==> src/gpmux_consts.svh <==
// Constants for the port pin function multiplexer.
// Included by the package, the top module and the checker; definitions only.
`ifndef GPMUX_CONSTS_SVH
`define GPMUX_CONSTS_SVH

// Port widths
`define GPMUX_PA_W 12
`define GPMUX_PB_W 12
`define GPMUX_PC_W 8
`define GPMUX_PD_W 6

// Bits of port B that reach a package pin
`define GPMUX_PB_BONDED 12'h0_CEF

// Peripheral enable reset values: A7 is the reset input, D0..D3 the test port
`define GPMUX_PA_PE_RST 12'h0_080
`define GPMUX_PB_PE_RST 12'h0_000
`define GPMUX_PC_PE_RST 8'h00
`define GPMUX_PD_PE_RST 6'h0F

// Three-way alternate select codes; the fourth code leaves the pin undriven
`define GPMUX_SEL_ALT0 2'h0
`define GPMUX_SEL_ALT1 2'h1
`define GPMUX_SEL_ALT2 2'h2

// Bit positions of the shared pins
`define GPMUX_BIT_A4 4
`define GPMUX_BIT_A6 6
`define GPMUX_BIT_A7 7
`define GPMUX_BIT_A8 8
`define GPMUX_BIT_B0 0
`define GPMUX_BIT_B2 2
`define GPMUX_BIT_B6 6
`define GPMUX_BIT_B7 7
`define GPMUX_BIT_C0 0
`define GPMUX_BIT_C4 4
`define GPMUX_BIT_D0 0
`define GPMUX_BIT_D1 1
`define GPMUX_BIT_D2 2
`define GPMUX_BIT_D3 3
`define GPMUX_BIT_D5 5

`endif

==> src/gpmux_pkg.sv <==
// Types for the port pin function multiplexer.
// Assumes gpmux_consts.svh is on the include path.
`include "gpmux_consts.svh"

package gpmux_pkg;

   typedef logic [`GPMUX_PA_W-1:0] gpmux_pa_t;
   typedef logic [`GPMUX_PB_W-1:0] gpmux_pb_t;
   typedef logic [`GPMUX_PC_W-1:0] gpmux_pc_t;
   typedef logic [`GPMUX_PD_W-1:0] gpmux_pd_t;
   typedef logic [1:0] gpmux_sel3_t;

endpackage : gpmux_pkg

==> src/gpmux_pin_mux.sv <==
// Pin function multiplexer for the four general-purpose ports A to D.
// Assumes pin inputs and all control inputs are synchronous to clk;
// the pad ring resolves each pin from its output and output enable.
`timescale 1ns/100ps
`include "gpmux_consts.svh"

module gpmux_pin_mux
   import gpmux_pkg::*;
(
   input wire logic clk,
   input wire logic rst,
   // Package pins
   input wire gpmux_pa_t pa_pin_in,
   output gpmux_pa_t pa_pin_out,
   output gpmux_pa_t pa_pin_oe,
   input wire gpmux_pb_t pb_pin_in,
   output gpmux_pb_t pb_pin_out,
   output gpmux_pb_t pb_pin_oe,
   input wire gpmux_pc_t pc_pin_in,
   output gpmux_pc_t pc_pin_out,
   output gpmux_pc_t pc_pin_oe,
   input wire gpmux_pd_t pd_pin_in,
   output gpmux_pd_t pd_pin_out,
   output gpmux_pd_t pd_pin_oe,
   // Port logic side
   input wire gpmux_pa_t pa_gpio_out,
   input wire gpmux_pa_t pa_gpio_oe,
   input wire gpmux_pa_t pa_periph_en,
   output gpmux_pa_t pa_gpio_in,
   input wire gpmux_pb_t pb_gpio_out,
   input wire gpmux_pb_t pb_gpio_oe,
   input wire gpmux_pb_t pb_periph_en,
   output gpmux_pb_t pb_gpio_in,
   input wire gpmux_pc_t pc_gpio_out,
   input wire gpmux_pc_t pc_gpio_oe,
   input wire gpmux_pc_t pc_periph_en,
   output gpmux_pc_t pc_gpio_in,
   input wire gpmux_pd_t pd_gpio_out,
   input wire gpmux_pd_t pd_gpio_oe,
   input wire gpmux_pd_t pd_periph_en,
   output gpmux_pd_t pd_gpio_in,
   // Alternate function select fields
   input wire gpmux_sel3_t sel_a4,
   input wire logic sel_a6,
   input wire gpmux_sel3_t sel_a8,
   input wire logic sel_b0,
   input wire gpmux_sel3_t sel_b2,
   input wire gpmux_sel3_t sel_b6,
   input wire logic sel_b7,
   input wire logic sel_c0,
   input wire logic sel_c4,
   // Clock pin select field and clock generator enable
   input wire logic sel_d5,
   input wire logic pll_external_clock_input_en,
   // Peripheral outputs toward the pins
   input wire logic pwm_output_4,
   input wire logic timer_a_channel_2_out,
   input wire logic timer_a_channel_2_oe,
   input wire logic timer_a_channel_0_out,
   input wire logic timer_a_channel_0_oe,
   input wire logic spi_serial_clock_out,
   input wire logic spi_serial_clock_oe,
   input wire logic i2c_scl_out,
   input wire logic i2c_scl_oe,
   input wire logic i2c_sda_out,
   input wire logic i2c_sda_oe,
   input wire logic serial_transmit_data,
   input wire logic test_data_out,
   input wire logic test_data_out_oe,
   input wire logic crystal_oscillator_output,
   // Pin levels toward the peripherals
   output logic fault_input_0,
   output logic fault_input_1,
   output logic timer_a_channel_0_in,
   output logic timer_a_channel_2_in,
   output logic comparator_a_input_1,
   output logic spi_serial_clock_in,
   output logic spi_data_input,
   output logic pwm_source_input_0,
   output logic i2c_scl_in,
   output logic i2c_sda_in,
   output logic serial_receive_data,
   output logic external_clock_input,
   output logic converter_a_input_0,
   output logic comparator_a_input_3,
   output logic converter_b_input_0,
   output logic comparator_b_input_3,
   output logic reset_in_n,
   output logic test_data_in,
   output logic test_clock,
   output logic test_mode_select
);

   ////////////////////////////////////////////////////////////////////////////
   // Helpers

   // One bit picked by a three-way select; the spare code yields zero
   function automatic logic sel3(input gpmux_sel3_t sel, input logic v0, input logic v1,
                                 input logic v2);
      sel3 = (sel == `GPMUX_SEL_ALT0) ? v0 :
             (sel == `GPMUX_SEL_ALT1) ? v1 :
             (sel == `GPMUX_SEL_ALT2) ? v2 : 1'b0;
   endfunction : sel3

   ////////////////////////////////////////////////////////////////////////////
   // Peripheral enable state

   gpmux_pa_t pa_pe_ff;
   gpmux_pb_t pb_pe_ff;
   gpmux_pc_t pc_pe_ff;
   gpmux_pd_t pd_pe_ff;

   // Enables with their reset functions; software values follow a cycle later
   // reset input default
   always_ff @(posedge clk or posedge rst)
   begin
      if (rst)
      begin
         pa_pe_ff <= `GPMUX_PA_PE_RST;
         pb_pe_ff <= `GPMUX_PB_PE_RST;
         pc_pe_ff <= `GPMUX_PC_PE_RST;
         pd_pe_ff <= `GPMUX_PD_PE_RST;
      end
      else
      begin
         pa_pe_ff <= pa_periph_en;
         pb_pe_ff <= pb_periph_en & `GPMUX_PB_BONDED;
         pc_pe_ff <= pc_periph_en;
         pd_pe_ff <= pd_periph_en;
      end
   end

   ////////////////////////////////////////////////////////////////////////////
   // Alternate drive per pin

   gpmux_pa_t pa_alt_out;
   gpmux_pa_t pa_alt_oe;
   gpmux_pb_t pb_alt_out;
   gpmux_pb_t pb_alt_oe;
   gpmux_pd_t pd_alt_out;
   gpmux_pd_t pd_alt_oe;

   always_comb
   begin
      pa_alt_out = '0;
      pa_alt_oe = '0;
      pa_alt_out[`GPMUX_BIT_A4] = sel3(sel_a4, pwm_output_4, timer_a_channel_2_out, 1'b0);
      pa_alt_oe[`GPMUX_BIT_A4] = sel3(sel_a4, 1'b1, timer_a_channel_2_oe, 1'b0);
      pa_alt_out[`GPMUX_BIT_A6] = sel_a6 & timer_a_channel_0_out;
      pa_alt_oe[`GPMUX_BIT_A6] = sel_a6 & timer_a_channel_0_oe;
      pa_alt_out[`GPMUX_BIT_A8] = sel3(sel_a8, 1'b0, timer_a_channel_2_out, 1'b0);
      pa_alt_oe[`GPMUX_BIT_A8] = sel3(sel_a8, 1'b0, timer_a_channel_2_oe, 1'b0);
   end

   always_comb
   begin
      pb_alt_out = '0;
      pb_alt_oe = '0;
      pb_alt_out[`GPMUX_BIT_B0] = sel_b0 ? i2c_scl_out : spi_serial_clock_out;
      pb_alt_oe[`GPMUX_BIT_B0] = sel_b0 ? i2c_scl_oe : spi_serial_clock_oe;
      pb_alt_out[`GPMUX_BIT_B2] = sel3(sel_b2, 1'b0, timer_a_channel_2_out, 1'b0);
      pb_alt_oe[`GPMUX_BIT_B2] = sel3(sel_b2, 1'b0, timer_a_channel_2_oe, 1'b0);
      pb_alt_out[`GPMUX_BIT_B6] = sel3(sel_b6, 1'b0, i2c_sda_out, 1'b0);
      pb_alt_oe[`GPMUX_BIT_B6] = sel3(sel_b6, 1'b0, i2c_sda_oe, 1'b0);
      pb_alt_out[`GPMUX_BIT_B7] = sel_b7 ? i2c_scl_out : serial_transmit_data;
      pb_alt_oe[`GPMUX_BIT_B7] = sel_b7 ? i2c_scl_oe : 1'b1;
   end

   always_comb
   begin
      pd_alt_out = '0;
      pd_alt_oe = '0;
      pd_alt_out[`GPMUX_BIT_D1] = test_data_out;
      pd_alt_oe[`GPMUX_BIT_D1] = test_data_out_oe;
      pd_alt_out[`GPMUX_BIT_D5] = ~sel_d5 & crystal_oscillator_output;
      pd_alt_oe[`GPMUX_BIT_D5] = ~sel_d5;
   end

   ////////////////////////////////////////////////////////////////////////////
   // Pin drive: port bit in GPIO mode, chosen alternate when enabled

   wire gpmux_pa_t nxt_pa_out = (pa_pe_ff & pa_alt_out) | (~pa_pe_ff & pa_gpio_out);
   wire gpmux_pa_t nxt_pa_oe = (pa_pe_ff & pa_alt_oe) | (~pa_pe_ff & pa_gpio_oe);
   wire gpmux_pb_t nxt_pb_out = ((pb_pe_ff & pb_alt_out) | (~pb_pe_ff & pb_gpio_out))
                                & `GPMUX_PB_BONDED;
   wire gpmux_pb_t nxt_pb_oe = ((pb_pe_ff & pb_alt_oe) | (~pb_pe_ff & pb_gpio_oe))
                               & `GPMUX_PB_BONDED;
   wire gpmux_pc_t nxt_pc_out = ~pc_pe_ff & pc_gpio_out;  // Analog alternates never drive
   wire gpmux_pc_t nxt_pc_oe = ~pc_pe_ff & pc_gpio_oe;
   wire gpmux_pd_t nxt_pd_out = (pd_pe_ff & pd_alt_out) | (~pd_pe_ff & pd_gpio_out);
   wire gpmux_pd_t nxt_pd_oe = (pd_pe_ff & pd_alt_oe) | (~pd_pe_ff & pd_gpio_oe);

   gpmux_pa_t pa_out_ff, pa_oe_ff, pa_in_ff;
   gpmux_pb_t pb_out_ff, pb_oe_ff, pb_in_ff;
   gpmux_pc_t pc_out_ff, pc_oe_ff, pc_in_ff;
   gpmux_pd_t pd_out_ff, pd_oe_ff, pd_in_ff;

   // Registered pin drive and port read-back; all pins released in reset
   always_ff @(posedge clk or posedge rst)
   begin
      if (rst)
      begin
         {pa_out_ff, pa_oe_ff, pa_in_ff} <= '0;
         {pb_out_ff, pb_oe_ff, pb_in_ff} <= '0;
         {pc_out_ff, pc_oe_ff, pc_in_ff} <= '0;
         {pd_out_ff, pd_oe_ff, pd_in_ff} <= '0;
      end
      else
      begin
         {pa_out_ff, pa_oe_ff, pa_in_ff} <= {nxt_pa_out, nxt_pa_oe, pa_pin_in};
         {pb_out_ff, pb_oe_ff} <= {nxt_pb_out, nxt_pb_oe};
         pb_in_ff <= pb_pin_in & `GPMUX_PB_BONDED;
         {pc_out_ff, pc_oe_ff, pc_in_ff} <= {nxt_pc_out, nxt_pc_oe, pc_pin_in};
         {pd_out_ff, pd_oe_ff, pd_in_ff} <= {nxt_pd_out, nxt_pd_oe, pd_pin_in};
      end
   end

   assign {pa_pin_out, pa_pin_oe, pa_gpio_in} = {pa_out_ff, pa_oe_ff, pa_in_ff};
   assign {pb_pin_out, pb_pin_oe, pb_gpio_in} = {pb_out_ff, pb_oe_ff, pb_in_ff};
   assign {pc_pin_out, pc_pin_oe, pc_gpio_in} = {pc_out_ff, pc_oe_ff, pc_in_ff};
   assign {pd_pin_out, pd_pin_oe, pd_gpio_in} = {pd_out_ff, pd_oe_ff, pd_in_ff};

   ////////////////////////////////////////////////////////////////////////////
   // Pin levels toward the peripherals

   // Pin is routed to a given alternate only when enabled and selected
   wire a4_ta2 = pa_pe_ff[`GPMUX_BIT_A4] & (sel_a4 == `GPMUX_SEL_ALT1);
   wire a4_flt = pa_pe_ff[`GPMUX_BIT_A4] & (sel_a4 == `GPMUX_SEL_ALT2);
   wire a6_flt = pa_pe_ff[`GPMUX_BIT_A6] & ~sel_a6;
   wire a6_ta0 = pa_pe_ff[`GPMUX_BIT_A6] & sel_a6;
   wire a8_flt = pa_pe_ff[`GPMUX_BIT_A8] & (sel_a8 == `GPMUX_SEL_ALT0);
   wire a8_ta2 = pa_pe_ff[`GPMUX_BIT_A8] & (sel_a8 == `GPMUX_SEL_ALT1);
   wire a8_cmp = pa_pe_ff[`GPMUX_BIT_A8] & (sel_a8 == `GPMUX_SEL_ALT2);
   wire b0_spi = pb_pe_ff[`GPMUX_BIT_B0] & ~sel_b0;
   wire b0_scl = pb_pe_ff[`GPMUX_BIT_B0] & sel_b0;
   wire b2_spi = pb_pe_ff[`GPMUX_BIT_B2] & (sel_b2 == `GPMUX_SEL_ALT0);
   wire b2_ta2 = pb_pe_ff[`GPMUX_BIT_B2] & (sel_b2 == `GPMUX_SEL_ALT1);
   wire b2_src = pb_pe_ff[`GPMUX_BIT_B2] & (sel_b2 == `GPMUX_SEL_ALT2);
   wire b6_rxd = pb_pe_ff[`GPMUX_BIT_B6] & (sel_b6 == `GPMUX_SEL_ALT0);
   wire b6_sda = pb_pe_ff[`GPMUX_BIT_B6] & (sel_b6 == `GPMUX_SEL_ALT1);
   wire b6_clk = pb_pe_ff[`GPMUX_BIT_B6] & (sel_b6 == `GPMUX_SEL_ALT2);
   wire b7_scl = pb_pe_ff[`GPMUX_BIT_B7] & sel_b7;
   wire c0_en = pc_pe_ff[`GPMUX_BIT_C0];
   wire c4_en = pc_pe_ff[`GPMUX_BIT_C4];
   wire d5_clk = pd_pe_ff[`GPMUX_BIT_D5] & sel_d5;

   // Registered peripheral inputs; idle level 0, I2C, serial and reset idle high
   // fault and timer inputs
   always_ff @(posedge clk or posedge rst)
   begin
      if (rst)
      begin
         {fault_input_0, fault_input_1, timer_a_channel_0_in, timer_a_channel_2_in} <= '0;
         {comparator_a_input_1, spi_serial_clock_in, spi_data_input} <= '0;
         {pwm_source_input_0, external_clock_input} <= '0;
         {i2c_scl_in, i2c_sda_in, serial_receive_data, reset_in_n} <= 4'h0_F;
         {converter_a_input_0, comparator_a_input_3} <= '0;
         {converter_b_input_0, comparator_b_input_3} <= '0;
         {test_data_in, test_clock, test_mode_select} <= '0;
      end
      else
      begin
         fault_input_0 <= a6_flt & pa_pin_in[`GPMUX_BIT_A6];
         fault_input_1 <= a4_flt ? pa_pin_in[`GPMUX_BIT_A4] : (a8_flt & pa_pin_in[`GPMUX_BIT_A8]);
         timer_a_channel_0_in <= a6_ta0 & pa_pin_in[`GPMUX_BIT_A6];
         timer_a_channel_2_in <= a4_ta2 ? pa_pin_in[`GPMUX_BIT_A4] :
                                 a8_ta2 ? pa_pin_in[`GPMUX_BIT_A8] :
                                 (b2_ta2 & pb_pin_in[`GPMUX_BIT_B2]);
         comparator_a_input_1 <= a8_cmp & pa_pin_in[`GPMUX_BIT_A8];
         spi_serial_clock_in <= b0_spi & pb_pin_in[`GPMUX_BIT_B0];
         spi_data_input <= b2_spi & pb_pin_in[`GPMUX_BIT_B2];
         pwm_source_input_0 <= b2_src & pb_pin_in[`GPMUX_BIT_B2];
         i2c_scl_in <= b0_scl ? pb_pin_in[`GPMUX_BIT_B0] :
                       b7_scl ? pb_pin_in[`GPMUX_BIT_B7] : 1'b1;
         i2c_sda_in <= b6_sda ? pb_pin_in[`GPMUX_BIT_B6] : 1'b1;
         serial_receive_data <= b6_rxd ? pb_pin_in[`GPMUX_BIT_B6] : 1'b1;
         external_clock_input <= pll_external_clock_input_en &
                                 (b6_clk ? pb_pin_in[`GPMUX_BIT_B6] :
                                  (d5_clk & pd_pin_in[`GPMUX_BIT_D5]));
         converter_a_input_0 <= c0_en & ~sel_c0 & pc_pin_in[`GPMUX_BIT_C0];
         comparator_a_input_3 <= c0_en & sel_c0 & pc_pin_in[`GPMUX_BIT_C0];
         converter_b_input_0 <= c4_en & ~sel_c4 & pc_pin_in[`GPMUX_BIT_C4];
         comparator_b_input_3 <= c4_en & sel_c4 & pc_pin_in[`GPMUX_BIT_C4];
         reset_in_n <= pa_pe_ff[`GPMUX_BIT_A7] ? pa_pin_in[`GPMUX_BIT_A7] : 1'b1;
         test_data_in <= pd_pe_ff[`GPMUX_BIT_D0] & pd_pin_in[`GPMUX_BIT_D0];
         test_clock <= pd_pe_ff[`GPMUX_BIT_D2] & pd_pin_in[`GPMUX_BIT_D2];
         test_mode_select <= pd_pe_ff[`GPMUX_BIT_D3] & pd_pin_in[`GPMUX_BIT_D3];
      end
   end

endmodule : gpmux_pin_mux

==> config.mk <==
export PLATFORM = sky130hd
export DESIGN_NAME = gpmux_pin_mux
export DESIGN_NICKNAME = d
export VERILOG_FILES = /design/src/gpmux_pkg.sv /design/src/gpmux_pin_mux.sv
export VERILOG_INCLUDE_DIRS = /design/src
export SDC_FILE = /design/constraint.sdc
export NUM_CORES = 1
export LEC_CHECK = 0
export BUFFER_PORTS_ARGS = -buffer_cell sky130_fd_sc_hd__clkbuf_2
export CORE_AREA = 2 2 122 124
export CTS_CLUSTER_DIAMETER = 80
export DETAILED_ROUTE_END_ITERATION = 8
export DIE_AREA = 0 0 124 126
export HOLD_SLACK_MARGIN = 0.02
export MAX_ROUTING_LAYER = met4
export PLACE_DENSITY = 0.68
export SLEW_MARGIN = 40
export SYNTH_ARGS = -nofsm -noshare
export SYNTH_HDL_FRONTEND = slang
export SYNTH_SLANG_ARGS = --single-unit
==> constraint.sdc <==
create_clock -name clk -period 6.25 [get_ports clk]
set_input_delay 0.9375 -clock clk [delete_from_list [all_inputs] [get_ports clk]]
set_output_delay 0.9375 -clock clk [all_outputs]
set_load 0.05 [all_outputs]
=== After elaboration in Yosys (flattened, before gate mapping) ===
Index checks and enable logic that the tools add are counted.

* Flip-flop bits (word level): 160
* Latch bits: 0
* Memory bits (writable): 0
* Memory bits (read-only): 0
* Bits of input ports: 184
* Output and inout bits: 134
* Word-level logic and storage cells: 147
* Memories kept: 0

* Add/subtract/negate cells: 0
* Multiply operators: 0
* Div/mod/pow operators: 0
* Magnitude comparators: 0
* Eq/ne operators: 8
* Shifts and indexed selects: 0
* Multiplexer cells: 29
* Bitwise gates (word level): 70
* Reductions and logical operators: 4

{| class="wikitable"
|+ Operators by type and width
! kind !! number
|-
| 12-bit bitwise AND || 4
|-
| 12-bit bitwise OR || 4
|-
| 1-bit bitwise AND || 41
|-
| 1-bit 2-to-1 mux || 29
|-
| 12-bit by 8-bit bitwise AND with 12-bit output || 2
|-
| 12-bit by 9-bit bitwise AND with 12-bit output || 2
|-
| 6-bit bitwise AND || 4
|-
| 12-bit inverter || 2
|-
| 8-bit bitwise AND || 2
|-
| 6-bit bitwise OR || 2
|-
| 2-bit by 1-bit == test with 1-bit output, second input constant || 4
|-
| 2-bit == test, second input constant || 4
|-
| 2-bit zero test || 4
|-
| 8-bit inverter || 1
|-
| 6-bit inverter || 1
|-
| 1-bit inverter || 5
|}

=== Depth between registers and ports, before layout ===
Gate-level depths: netlist of the first run.

* Depth in word-level cells: 5
* Gate-level depth with buffers: 3
* Mapped depth without buffers: 3

=== Worst setup path after synthesis of the first run ===
OpenSTA, ideal clock, no wires.

* Kind: reg-to-output
* Start point: register i2c_scl_in
* End point: output port i2c_scl_in
* Arrival: 656 ps
* Data required time: 5,312 ps
* Path slack: 4,657 ps
* Cell stages (with the launch flop): 1
* Buffers on the path: 0
* Path through: dfstp_2

{| class="wikitable"
|+ RTL lines
! element !! line !! text
|-
| start: declaration || gpmux_pin_mux.sv:80 || <nowiki>output logic i2c_scl_in,</nowiki>
|-
| start signal: assignment || gpmux_pin_mux.sv:273 || <nowiki>i2c_scl_in <= b0_scl ? pb_pin_in[`GPMUX_BIT_B0] :</nowiki>
|}

No word-level cell between the ends.

=== Worst setup path in the final report of the first run ===
* Start point: register i2c_scl_in
* End point: output port i2c_scl_in

No word-level cell between the ends.

==> results of run 1 <==
[placed cells by master (no fill, tap or decap), types with 2 or more instances in the layout]
master     Yosys  final
dfstp_2        9      9
o21ai_0        7      7
and4b_1        2      2
nand3b_1       4      4
nor2b_1       52     52
mux2i_1        5      5
nand2_1       13     13
nand2b_1       2      2
and3_1         3      3
nor4bb_1       2      2
inv_8          0      2
mux2_2         5      5
inv_1         13     12
bufinv_16      0      4
nor2_1        10     10
clkbuf_2       0    296
and2_1         3      3
clkinv_2       0      4
clkbuf_8       0      2
nand3_1        3      3
clkbuf_16      0     17
clkinv_4       0      3
a31oi_1        2      2
dfrtp_1      151    151
and3b_1        2      2
conb_1         1      9
a21oi_1        4      4
o22ai_1        2      2
[final cells by class]
type	instances	area [sq um]	area share, %
Antenna cell	1	2.502	0.03441
Clock buffer	19	452.9	6.228
Clock inverter	13	185.2	2.546
Inverter	13	56.30	0.7743
Multi-Input combinational cell	136	837.1	11.51
Sequential cell	160	4015	55.21
Tap cell	184	230.2	3.166
Timing Repair Buffer	297	1493	20.53
[worst max path at each step]
stage | startpoint | end | slack (ps)
final | i2c_scl_in$_DFF_PP1_ | i2c_scl_in | 4120
after global routing | reset_in_n$_DFF_PP1_ | reset_in_n | 4070
after CTS | i2c_scl_in$_DFF_PP1_ | i2c_scl_in | 4090
after detailed placement | rst | pa_gpio_in[8]$_DFF_PP0_ | 3680
after global placement | rst | pd_gpio_in[5]$_DFF_PP0_ | 3750
after floorplan | rst | comparator_a_input_1$_DFF_PP0_ | 1010
[registers in the layout, indices dropped and copies added (netlist names), 6 cells and up]
signal      cells
pa_gpio_in     12
pa_pe_ff       12
pa_pin_oe      12
pa_pin_out     12
pb_gpio_in      9
pb_pe_ff        9
pb_pin_oe       9
pb_pin_out      9
pc_gpio_in      8
pc_pe_ff        8
pc_pin_oe       8
pc_pin_out      8
pd_gpio_in      6
pd_pe_ff        6
pd_pin_oe       6
pd_pin_out      6
[kinds of logic (layout without fill, tap and decap cells)]
kind of cell / Yosys count / in the layout
AOI/OAI and AO/OA: 18 / 18
buffers and inverters: 22 / 342
DFF: 160 / 160
muxes: 10 / 10
other: 1 / 10
and+or+nand+nor: 99 / 99
[per-layer routing]
| layer | global-route usage, % | wire length [um] | up-vias |
|---|---|---|---|
| li1 | - | - | 1617 |
| met1 | 16.74 | 4192 | 1691 |
| met2 | 25.66 | 5956 | 189 |
| met3 | 6.205 | 1271 | 14 |
| met4 | 6.345 | 208 | 0 |
| met5 | - | 0 | - |
[through the flow]
stage	util [%]	hold slack, ps	power, mW	std cells
after global placement	46.29	406.2	1.452	790
final	50.80	416.9	2.529	823
after CTS	50.74	419.7	2.565	822
after floorplan	-	403.1	1.344	318
after global routing	50.80	430.4	2.645	823
after detailed placement	46.29	411.7	1.460	790
[power by group]
part	total (mW)	internal (mW)	leakage [nW]	switching, mW
registers	1.11	1.09	1.95	0.0211
clock network	1.09	0.692	0.315	0.401
logic	0.324	0.0861	1.66	0.237
total	2.53	1.87	3.93	0.659
==> reports/qor.csv, run 1 <==
stage,metric,value,unit
outcome,status,"complete, no violations",
synth,count of distinct cell types in the synthesized netlist,28,
sta,Slew Limit Fails,0,
critical_path,CP endpoint kind,primary output,
critical_path,"reg-to-reg slack, setup",5160,ps
global_routing,vias in the first global route,3626,
drt,Via density,4.266,
drt,via count,3511,
drt,Routed Wire Length,11630,um
synth,yosys warns,0,
global_routing,first-pass GRT wire length,17750,um
sta,setup TNS,0,ps
power_and_ir_drop,standby leakage power,3.931,nW
sta,final worst path period share,34.05,%
critical_path,critical path depth,1,
sta,final worst slack,4122,ps
layout,Layout area overhead,47.25,%
layout,"Design Area, Final",0.007272,sq mm
synth,#FFs+latches synth,160,
clock_network,H-tree depth,4,
clock_network,latest clock arrival within the worst-skew pair,410,ps
clock_network,clk sinks,160,
clock_network,TritonCTS clock tree,built,
synth,synthesized area,0.004938,sq mm
global_routing,Total Routing Usage GR,15.62,%
layout,layout cells sized above 1,53.92,%
synth,"count leader, synth",dfrtp_1,
global_routing,pin count of the biggest net entering global routing,99,
critical_path,cells along the critical path,clkbuf_2,
clock_network,Clk Tree Root Cell,clkbuf_16,
synth,Yosys top cell area share,76.51,%
synth,area share of fa/ha/maj cells after synthesis,0,%
critical_path,Crit path max-delay family,flip-flops,
drt,DRC,0,
die,core area,0.01431,sq mm
die,Die Wd,124,um
critical_path,Startpoint Class,flop,
drt,first-pass iteration count of the detailed router,4,
critical_path,reg2reg start,pa_pe_ff[8]$_DFF_PP0_,
flow_run,Max-Cap Viols,0,
die,die area,0.01562,sq mm
clock_network,clock slew at reported path FFs,60,ps
sta,RSZ-0062 raised after global routing,no,
worst_hold_path,HP Class,flop to flop,
drt,initial DRC count,124,
global_routing,initial antenna violation count,1,
sta,# setup viols final,0,
placed_design,# port buffers,296,
sta,Final Hold Vio Count,0,
power_and_ir_drop,Worst VDD drop,0.1474,mV
placed_design,HPWL Detailed,9115,um
drt,Final ANT Viol Nets,0,
layout,filler cell count,1290,
sta,Slew Limit Headroom,56.99,%
die,Die Height,126,um
worst_hold_path,Min-Delay Endpoint,pc_pin_out[5]$_DFF_PP0_,
worst_hold_path,Hold Crit Depth,1,
power_and_ir_drop,Pwr Density,347.8,mW/mm^2
sta,clk_skew,5.558,ps
die,cell row count,44,
synth,post-synthesis xor/xnor area fraction,0,%
synth,Compound-Gate Fraction of Synth Area,2.128,%
synth,Commonest cells post-synth,"dfrtp_1, nor2b_1, inv_1, nand2_1, nor2_1",
critical_path,reg2reg end,timer_a_channel_2_in$_DFF_PP0_,
synth,"EDFF count, synth",0,
synth,Synth async-reset ratio,100.0,%
synth,Simple-Gate Fraction of Synth Area,11.98,%
critical_path,largest stage delay on the critical path,520,ps
synth,multiplexer area fraction after synthesis,2.154,%
layout,nets@finish,809,
critical_path,r2r worst-path depth,3,
drt,routed len/inst,14.13,um
synth,largest area contributor in the netlist,dfrtp_1,
synth,"top cells by area, synth","dfrtp_1, nor2b_1, dfstp_2",
global_routing,total gr overflow,0,
critical_path,Required @ worst endpoint,5310,ps
placed_design,dpl cell area,0.006625,sq mm
synth,Main synth FF type,dfrtp_1,
synth,sequential fraction of the synthesis area,81.30,%
die,Starting Density,34.50,%
placed_design,Placer Congestion,0.8024,
clock_network,Post-CTS Setup Inserts,0,
critical_path,Arrival @ worst endpoint,1190,ps
critical_path,"slowest stage cell, crit path",dfstp_2,
clock_network,cts hold-fix bufs,0,
placed_design,post-place setup slack,3681,ps
synth,largest family of logic cells by synthesized area,simple AND/OR/NAND/NOR gates,
synth,Syn Inst Count,310,
sta,Worst Max-Slew Pin Slew,645.2,ps
die,io pins,318,
critical_path,"Max FO, Critical Path",1,
clock_network,CTS Buf Count,17,
worst_hold_path,Worst Hold Launch,pc_pe_ff[5]$_DFF_PP0_,
synth,Post-Syn Area per Cell,15.93,sq um
clock_network,# resized after CTS,0,
clock_network,CTS max path bufs,2,
critical_path,kind of critical path,flop to primary output,
critical_path,crit path buf inv count,1,
sta,Period minus WS final,2128,ps
sta,Peak Freq,0.4699,GHz
No activity file was read; power rests on OpenSTA's default activity.
==> run 2: changes to the inputs <==
==> constraint.sdc (replaced) <==
create_clock -name clk -period 2.03 [get_ports clk]
set_input_delay 0.3045 -clock clk [delete_from_list [all_inputs] [get_ports clk]]
set_output_delay 0.3045 -clock clk [all_outputs]
set_load 0.05 [all_outputs]
==> reports/qor.csv, run 2 (synthesis gave the netlist of run 1 again) <==
stage,metric,value,unit,change
sta,RSZ-0062 raised after global routing,no,,
layout,"Design Area, Final",0.007951,sq mm,+9.3%
clock_network,CTS Buf Count,17,,unchanged
placed_design,placed cell count,791,,+0.13%
drt,first-pass iteration count of the detailed router,4,,unchanged
power_and_ir_drop,P_sw,2.041,mW,+210%
critical_path,cells along the critical path,clkbuf_2,,
die,io pins,318,,unchanged
layout,nets@finish,878,,+8.5%
placed_design,HPWL Detailed,9243,um,+1.4%
sta,final worst path period share,73.67,%,
clock_network,clock slew at reported path FFs,60,ps,about the same
layout,Layout area overhead,61.01,%,
critical_path,critical path depth,1,,unchanged
sta,Slew Limit Fails,0,,unchanged
drt,DRC,0,,unchanged
drt,routed len/inst,14.19,um,+0.41%
critical_path,"slowest stage cell, crit path",dfstp_2,,
layout,most frequent cells in the layout,"clkbuf_2, dfrtp_1, dlygate4sd3_1",,
sta,final worst slack,534.6,ps,-3587 ps
die,die area,0.01562,sq mm,unchanged
critical_path,largest stage delay on the critical path,510,ps,about the same
critical_path,kind of critical path,flop to primary output,,
drt,Via density,4.258,,-0.19%
layout,antenna diode count,0,,-1
clock_network,H-tree depth,4,,unchanged
power_and_ir_drop,Logic pwr share,14.2,%,+1.4 points
sta,Min Hold Slack,55.39,ps,-361.5 ps
layout,layout cells sized above 1,48.23,%,-5.7 points
placed_design,# port buffers,296,,unchanged
sta,# setup viols final,0,,unchanged
outcome,status,"complete, no violations",,
die,cell row count,44,,unchanged
critical_path,Startpoint Class,flop,,
drt,initial DRC count,176,,+42%
power_and_ir_drop,internal power,5.811,mW,+210%
global_routing,GR Layer Usage met3,5.752,%,-0.45 points
layout,"commonest non-fill, non-tap cell in the layout",clkbuf_2,,
clock_network,CTS max path bufs,2,,unchanged
global_routing,grt met2 use,30.09,%,+4.4 points
worst_hold_path,Hold Crit Depth,2,,+1
sta,Period minus WS final,1495,ps,
clock_network,Clk Tree Root Cell,clkbuf_16,,
critical_path,r2r worst-path depth,3,,unchanged
layout,"Cell Count, Final, Fillers Out",891,,+8.3%
global_routing,vias in the first global route,4158,,+15%
global_routing,first-pass GRT wire length,19420,um,+9.4%
power_and_ir_drop,Pwr Total,7.852,mW,+210%
power_and_ir_drop,Pwr Density,987.4,mW/mm^2,+180%
power_and_ir_drop,Worst VDD drop,0.4998,mV,+240%
sta,setup TNS,0,ps,unchanged
power_and_ir_drop,sequential share of power,43.7,%,-0.3 points
flow_run,Max-Cap Viols,0,,unchanged
critical_path,CP endpoint kind,primary output,,
global_routing,Total Routing Usage GR,16.99,%,+1.4 points
layout,"Core Util, Final",55.55,%,+4.7 points
critical_path,"Max FO, Critical Path",1,,unchanged
sta,clk_skew,6.507,ps,+0.9489 ps
drt,Routed Wire Length,12640,um,+8.7%
drt,Final ANT Viol Nets,0,,unchanged
critical_path,Required @ worst endpoint,1730,ps,-3580 ps
global_routing,global route hottest layer,met2,,
power_and_ir_drop,clock power share,42.1,%,-1.1 points
clock_network,Post-CTS Setup Inserts,0,,unchanged
power_and_ir_drop,Net Sw Frac,25.99,%,-0.080 points
clock_network,TritonCTS clock tree,built,,
critical_path,Crit path max-delay family,flip-flops,,
placed_design,post-place setup slack,955.0,ps,-2726 ps
clock_network,clk sinks,160,,unchanged
clock_network,latest clock arrival within the worst-skew pair,410,ps,about the same
global_routing,initial antenna violation count,0,,-1
die,Die Wd,124,um,unchanged
placed_design,dpl cell area,0.006656,sq mm,+0.47%
sta,Final Hold Vio Count,0,,unchanged
drt,via count,3794,,+8.1%
clock_network,cts hold-fix bufs,68,,+68
global_routing,met1 Use GR,17.33,%,+0.60 points
critical_path,Arrival @ worst endpoint,1190,ps,about the same
placed_design,Placer Congestion,0.7767,,-3.2%
die,core area,0.01431,sq mm,unchanged
die,Die Height,126,um,unchanged
worst_hold_path,HP Class,input port to flop,,
sta,Peak Freq,0.6687,GHz,
critical_path,crit path buf inv count,1,,unchanged
clock_network,# resized after CTS,0,,unchanged
global_routing,pin count of the biggest net entering global routing,94,,-5.1%
power_and_ir_drop,standby leakage power,4.205,nW,+7.0%
global_routing,total gr overflow,0,,unchanged
die,Starting Density,34.50,%,unchanged
==> run 2: changes by cell type in the layout (fill, tap and decap cells not counted) <==
cell,delta
buf_12,+2
buf_6,-1
clkbuf_1,+4
clkbuf_8,-1
clkinv_2,-1
clkinv_4,-2
clkinvlp_4,+1
diode_2,-1
dlygate4sd3_1,+68
inv_6,+1
inv_8,-2
==> run 2: worst paths after layout <==
kind	from	endpoint	slack, ps
worst min-delay path	sel_c4	converter_b_input_0$_DFF_PP0_	60
min in group asynchronous	rst	pa_pin_out[6]$_DFF_PP0_	590
worst max-delay path	serial_receive_data$_DFF_PP1_	serial_receive_data	530
worst max register to register	pa_pe_ff[8]$_DFF_PP0_	timer_a_channel_2_in$_DFF_PP0_	990
max in group asynchronous	rst	pd_pe_ff[3]$_DFF_PP1_	1020
worst min register to register	pb_pe_ff[1]$_DFF_PP0_	pb_pin_out[1]$_DFF_PP0_	420
==> run 2: routing by layer <==
layer  share of wire (%)  vias to the layer above  wire length [um]
met5                   0                        -                 0
met4                 1.8                        0               233
met3                 8.8                       22              1114
met2                  54                      192              6769
met1                  36                     1830              4522
li1                    -                     1750                 -
==> run 2: power groups by stage <==
stage          Sequential, mW  Combinational (mW)  Clock, mW
4_1_cts                  3.43                1.13       3.41
3_3_place_gp             3.48                1.00          0
5_1_grt                  3.44                1.19       3.55
6_report                 3.43                1.12       3.31
2_1_floorplan            3.96               0.185          0
3_5_place_dp             3.49                1.02          0
==> run 2: layout make-up <==
class	instances	area, sq um
Tap cell	184	230.2
Inverter	13	52.55
Fill cell	1208	6362
Multi-Input combinational cell	136	837.1
Timing Repair Buffer	366	2202
Clock buffer	22	454.2
Sequential cell	160	4015
Clock inverter	10	160.2
==> run 3: changes to the inputs <==
--- a/config.mk
+++ b/config.mk
@@ -6,14 +6,15 @@
 export SDC_FILE = /design/constraint.sdc
 export NUM_CORES = 1
 export LEC_CHECK = 0
+export ABC_AREA = 1
 export BUFFER_PORTS_ARGS = -buffer_cell sky130_fd_sc_hd__clkbuf_2
-export CORE_AREA = 2 2 122 124
+export CORE_AREA = 2 2 123 125
 export CTS_CLUSTER_DIAMETER = 80
 export DETAILED_ROUTE_END_ITERATION = 8
-export DIE_AREA = 0 0 124 126
+export DIE_AREA = 0 0 125 127
 export HOLD_SLACK_MARGIN = 0.02
 export MAX_ROUTING_LAYER = met4
-export PLACE_DENSITY = 0.68
+export PLACE_DENSITY = 0.67
 export SLEW_MARGIN = 40
 export SYNTH_ARGS = -nofsm -noshare
 export SYNTH_HDL_FRONTEND = slang
==> constraint.sdc (replaced) <==
create_clock -name clk -period 1.4 [get_ports clk]
set_input_delay 0.21 -clock clk [delete_from_list [all_inputs] [get_ports clk]]
set_output_delay 0.21 -clock clk [all_outputs]
set_load 0.05 [all_outputs]
==> reports/qor.csv, run 3 <==
stage,metric,value,unit,change
clock_network,clk sinks,160,,unchanged
layout,nets@finish,1043,,+19%
synth,"EDFF count, synth",0,,unchanged
synth,sequential fraction of the synthesis area,80.06,%,-1.2 points
placed_design,Placer Congestion,0.7790,,+0.30%
power_and_ir_drop,Pwr Density,1293,mW/mm^2,+31%
placed_design,# port buffers,296,,unchanged
clock_network,CTS max path bufs,2,,unchanged
layout,"commonest non-fill, non-tap cell in the layout",clkbuf_2,,
layout,most frequent cells in the layout,"clkbuf_2, dfrtp_1, dlygate4sd3_1",,
die,cell row count,44,,unchanged
sta,# setup viols final,0,,unchanged
sta,clk_skew,9.110,ps,+2.603 ps
global_routing,first-pass GRT wire length,23490,um,+21%
synth,Syn Inst Count,392,,+26%
critical_path,"reg-to-reg slack, setup",120,ps,-870 ps
clock_network,latest clock arrival within the worst-skew pair,420,ps,about the same
drt,Via density,4.200,,-1.4%
critical_path,reg2reg start,pb_pe_ff[0]$_DFF_PP0_,,
clock_network,CTS Buf Count,17,,unchanged
synth,count of distinct cell types in the synthesized netlist,17,,-39%
global_routing,total gr overflow,0,,unchanged
critical_path,Startpoint Class,flop,,
placed_design,placed cell count,873,,+10%
worst_hold_path,HP Class,input port to flop,,
critical_path,Crit path max-delay family,flip-flops,,
global_routing,Total Routing Usage GR,19.80,%,+2.8 points
critical_path,Arrival @ worst endpoint,1140,ps,-50 ps
drt,DRC,0,,unchanged
synth,yosys warns,0,,unchanged
critical_path,critical path depth,1,,unchanged
critical_path,"slowest stage cell, crit path",dfstp_2,,
critical_path,reg2reg end,pb_pin_out[0]$_DFF_PP0_,,
critical_path,largest stage delay on the critical path,520,ps,about the same
die,die area,0.01588,sq mm,+1.6%
sta,setup TNS,0,ps,unchanged
drt,via count,4435,,+17%
synth,Synth async-reset ratio,100.0,%,unchanged
drt,Final ANT Viol Nets,0,,unchanged
drt,routed len/inst,13.93,um,-1.8%
sta,Slew Limit Fails,0,,unchanged
critical_path,cells along the critical path,clkbuf_4,,
sta,Final Hold Vio Count,0,,unchanged
clock_network,H-tree depth,4,,unchanged
power_and_ir_drop,Worst VDD drop,0.6968,mV,+39%
power_and_ir_drop,standby leakage power,4.879,nW,+16%
synth,synthesized area,0.005015,sq mm,+1.5%
layout,layout cells sized above 1,39.33,%,-8.9 points
clock_network,TritonCTS clock tree,built,,
clock_network,Post-CTS Setup Inserts,0,,unchanged
critical_path,r2r worst-path depth,4,,+1
placed_design,HPWL Detailed,9026,um,-2.3%
placed_design,post-place setup slack,417.5,ps,-537.4 ps
sta,Period minus WS final,1352,ps,
flow_run,Max-Cap Viols,0,,unchanged
global_routing,initial antenna violation count,0,,unchanged
outcome,status,"complete, no violations",,
sta,final worst slack,48.32,ps,-486.3 ps
drt,Routed Wire Length,14710,um,+16%
critical_path,"Max FO, Critical Path",1,,unchanged
worst_hold_path,Worst Hold Launch,pb_gpio_out[6],,
global_routing,vias in the first global route,4781,,+15%
synth,"top cells by area, synth","dfrtp_1, inv_1, nor2_1",,
die,Starting Density,34.77,%,+0.27 points
synth,Post-Syn Area per Cell,12.79,sq um,-20%
synth,Main synth FF type,dfrtp_1,,
critical_path,crit path buf inv count,1,,unchanged
die,Die Wd,125,um,+0.81%
layout,"Cell Count, Final, Fillers Out",1056,,+19%
die,Die Height,127,um,+0.79%
sta,RSZ-0062 raised after global routing,no,,
worst_hold_path,Hold Crit Depth,3,,+1
synth,#FFs+latches synth,160,,unchanged
synth,Commonest cells post-synth,"dfrtp_1, inv_1, nor2_1",,
die,core area,0.01442,sq mm,+0.77%
critical_path,CP endpoint kind,primary output,,
clock_network,Clk Tree Root Cell,clkbuf_16,,
sta,final worst path period share,96.55,%,
synth,"count leader, synth",dfrtp_1,,
synth,Yosys top cell area share,75.35,%,-1.2 points
drt,first-pass iteration count of the detailed router,4,,unchanged
die,io pins,318,,unchanged
drt,initial DRC count,167,,-5.1%
critical_path,Required @ worst endpoint,1190,ps,-540 ps
clock_network,clock slew at reported path FFs,60,ps,about the same
global_routing,pin count of the biggest net entering global routing,94,,unchanged
layout,Layout area overhead,76.37,%,
layout,antenna diode count,0,,unchanged
worst_hold_path,Min-Delay Endpoint,pb_pin_out[6]$_DFF_PP0_,,
synth,largest area contributor in the netlist,dfrtp_1,,
sta,Peak Freq,0.7398,GHz,
critical_path,kind of critical path,flop to primary output,,
-- run 3: changes by cell type after synthesis, sizes merged, moves of 4 or more --
cell / delta
mux2i: -5
nand2: +15
nand3b: -4
nand3: +13
nand4: +5
nor2: +55
inv: +72
nor2b: -52
-- run 3: kinds of logic (layout without fill, tap and decap cells) --
logic type	Yosys count	in the layout	share of synthesized area, %
flip-flops	160	160	80.06
other	1	9	0.07478
AO/OA/AOI/OAI	18	18	1.996
AND/OR/NAND/NOR	116	116	9.481
buffers and inverters	94	566	7.710
multiplexers	3	3	0.6736
-- run 3: worst max-delay path by stage --
stage	from	to	slack, ps
5_1_grt	reset_in_n$_DFF_PP1_	reset_in_n	0.4
6_report	reset_in_n$_DFF_PP1_	reset_in_n	50
3_5_place_dp	pd_pe_ff[1]$_DFF_PP1_	pd_pin_oe[1]$_DFF_PP0_	420
2_1_floorplan	rst	comparator_a_input_1$_DFF_PP0_	-830
3_3_place_gp	serial_receive_data$_DFF_PP1_	serial_receive_data	430
4_1_cts	i2c_sda_in$_DFF_PP1_	i2c_sda_in	10
-- run 3: final cells by class --
| cell class | count | area (sq um) |
|---|---|---|
| clock inverters | 11 | 130.1 |
| multi-input cells | 146 | 643.1 |
| repair buffers | 449 | 3043 |
| clock buffers | 21 | 460.4 |
| fillers | 1089 | 5579 |
| well taps | 184 | 230.2 |
| inverters | 85 | 322.8 |
| flip-flops and latches | 160 | 4015 |
-- run 3: through the flow --
| stage | cell area, sq um | hold slack, ps | util [%] | total power [mW] |
|---|---|---|---|---|
| after floorplan | 5049 | 214.5 | - | 6.020 |
| after global placement | 6733 | 298.3 | 46.68 | 6.525 |
| after detailed placement | 6733 | 299.3 | 46.68 | 6.549 |
| after CTS | 8855 | 22.46 | 61.39 | 11.53 |
| after global routing | 8845 | 24.36 | 61.32 | 11.91 |
| final | 8845 | 20.56 | 61.32 | 11.43 |
-- run 3: metal layers --
layer / global-route usage, % / part of all wire (%) / up-vias
li1: - / - / 2083
met1: 20.25 / 37 / 2079
met5: - / 0 / -
met4: 9.020 / 3.0 / 0
met2: 34.53 / 54 / 230
met3: 6.742 / 6.9 / 43
-- run 3: what timing repair did --
item | CTS | global route
endpoints found under the hold margin | 304 | 1
resized for setup | 4 | 4
endpoints found under the setup margin | 4 | 5
hold buffers | 152 | 1
-- run 3: report_power, final --
part           leakage (nW)  switching (mW)  internal, mW
clock network         0.277            1.87          2.74
logic                  2.65            1.20         0.655
registers              1.96          0.0937          4.88
total                  4.88            3.16          8.27
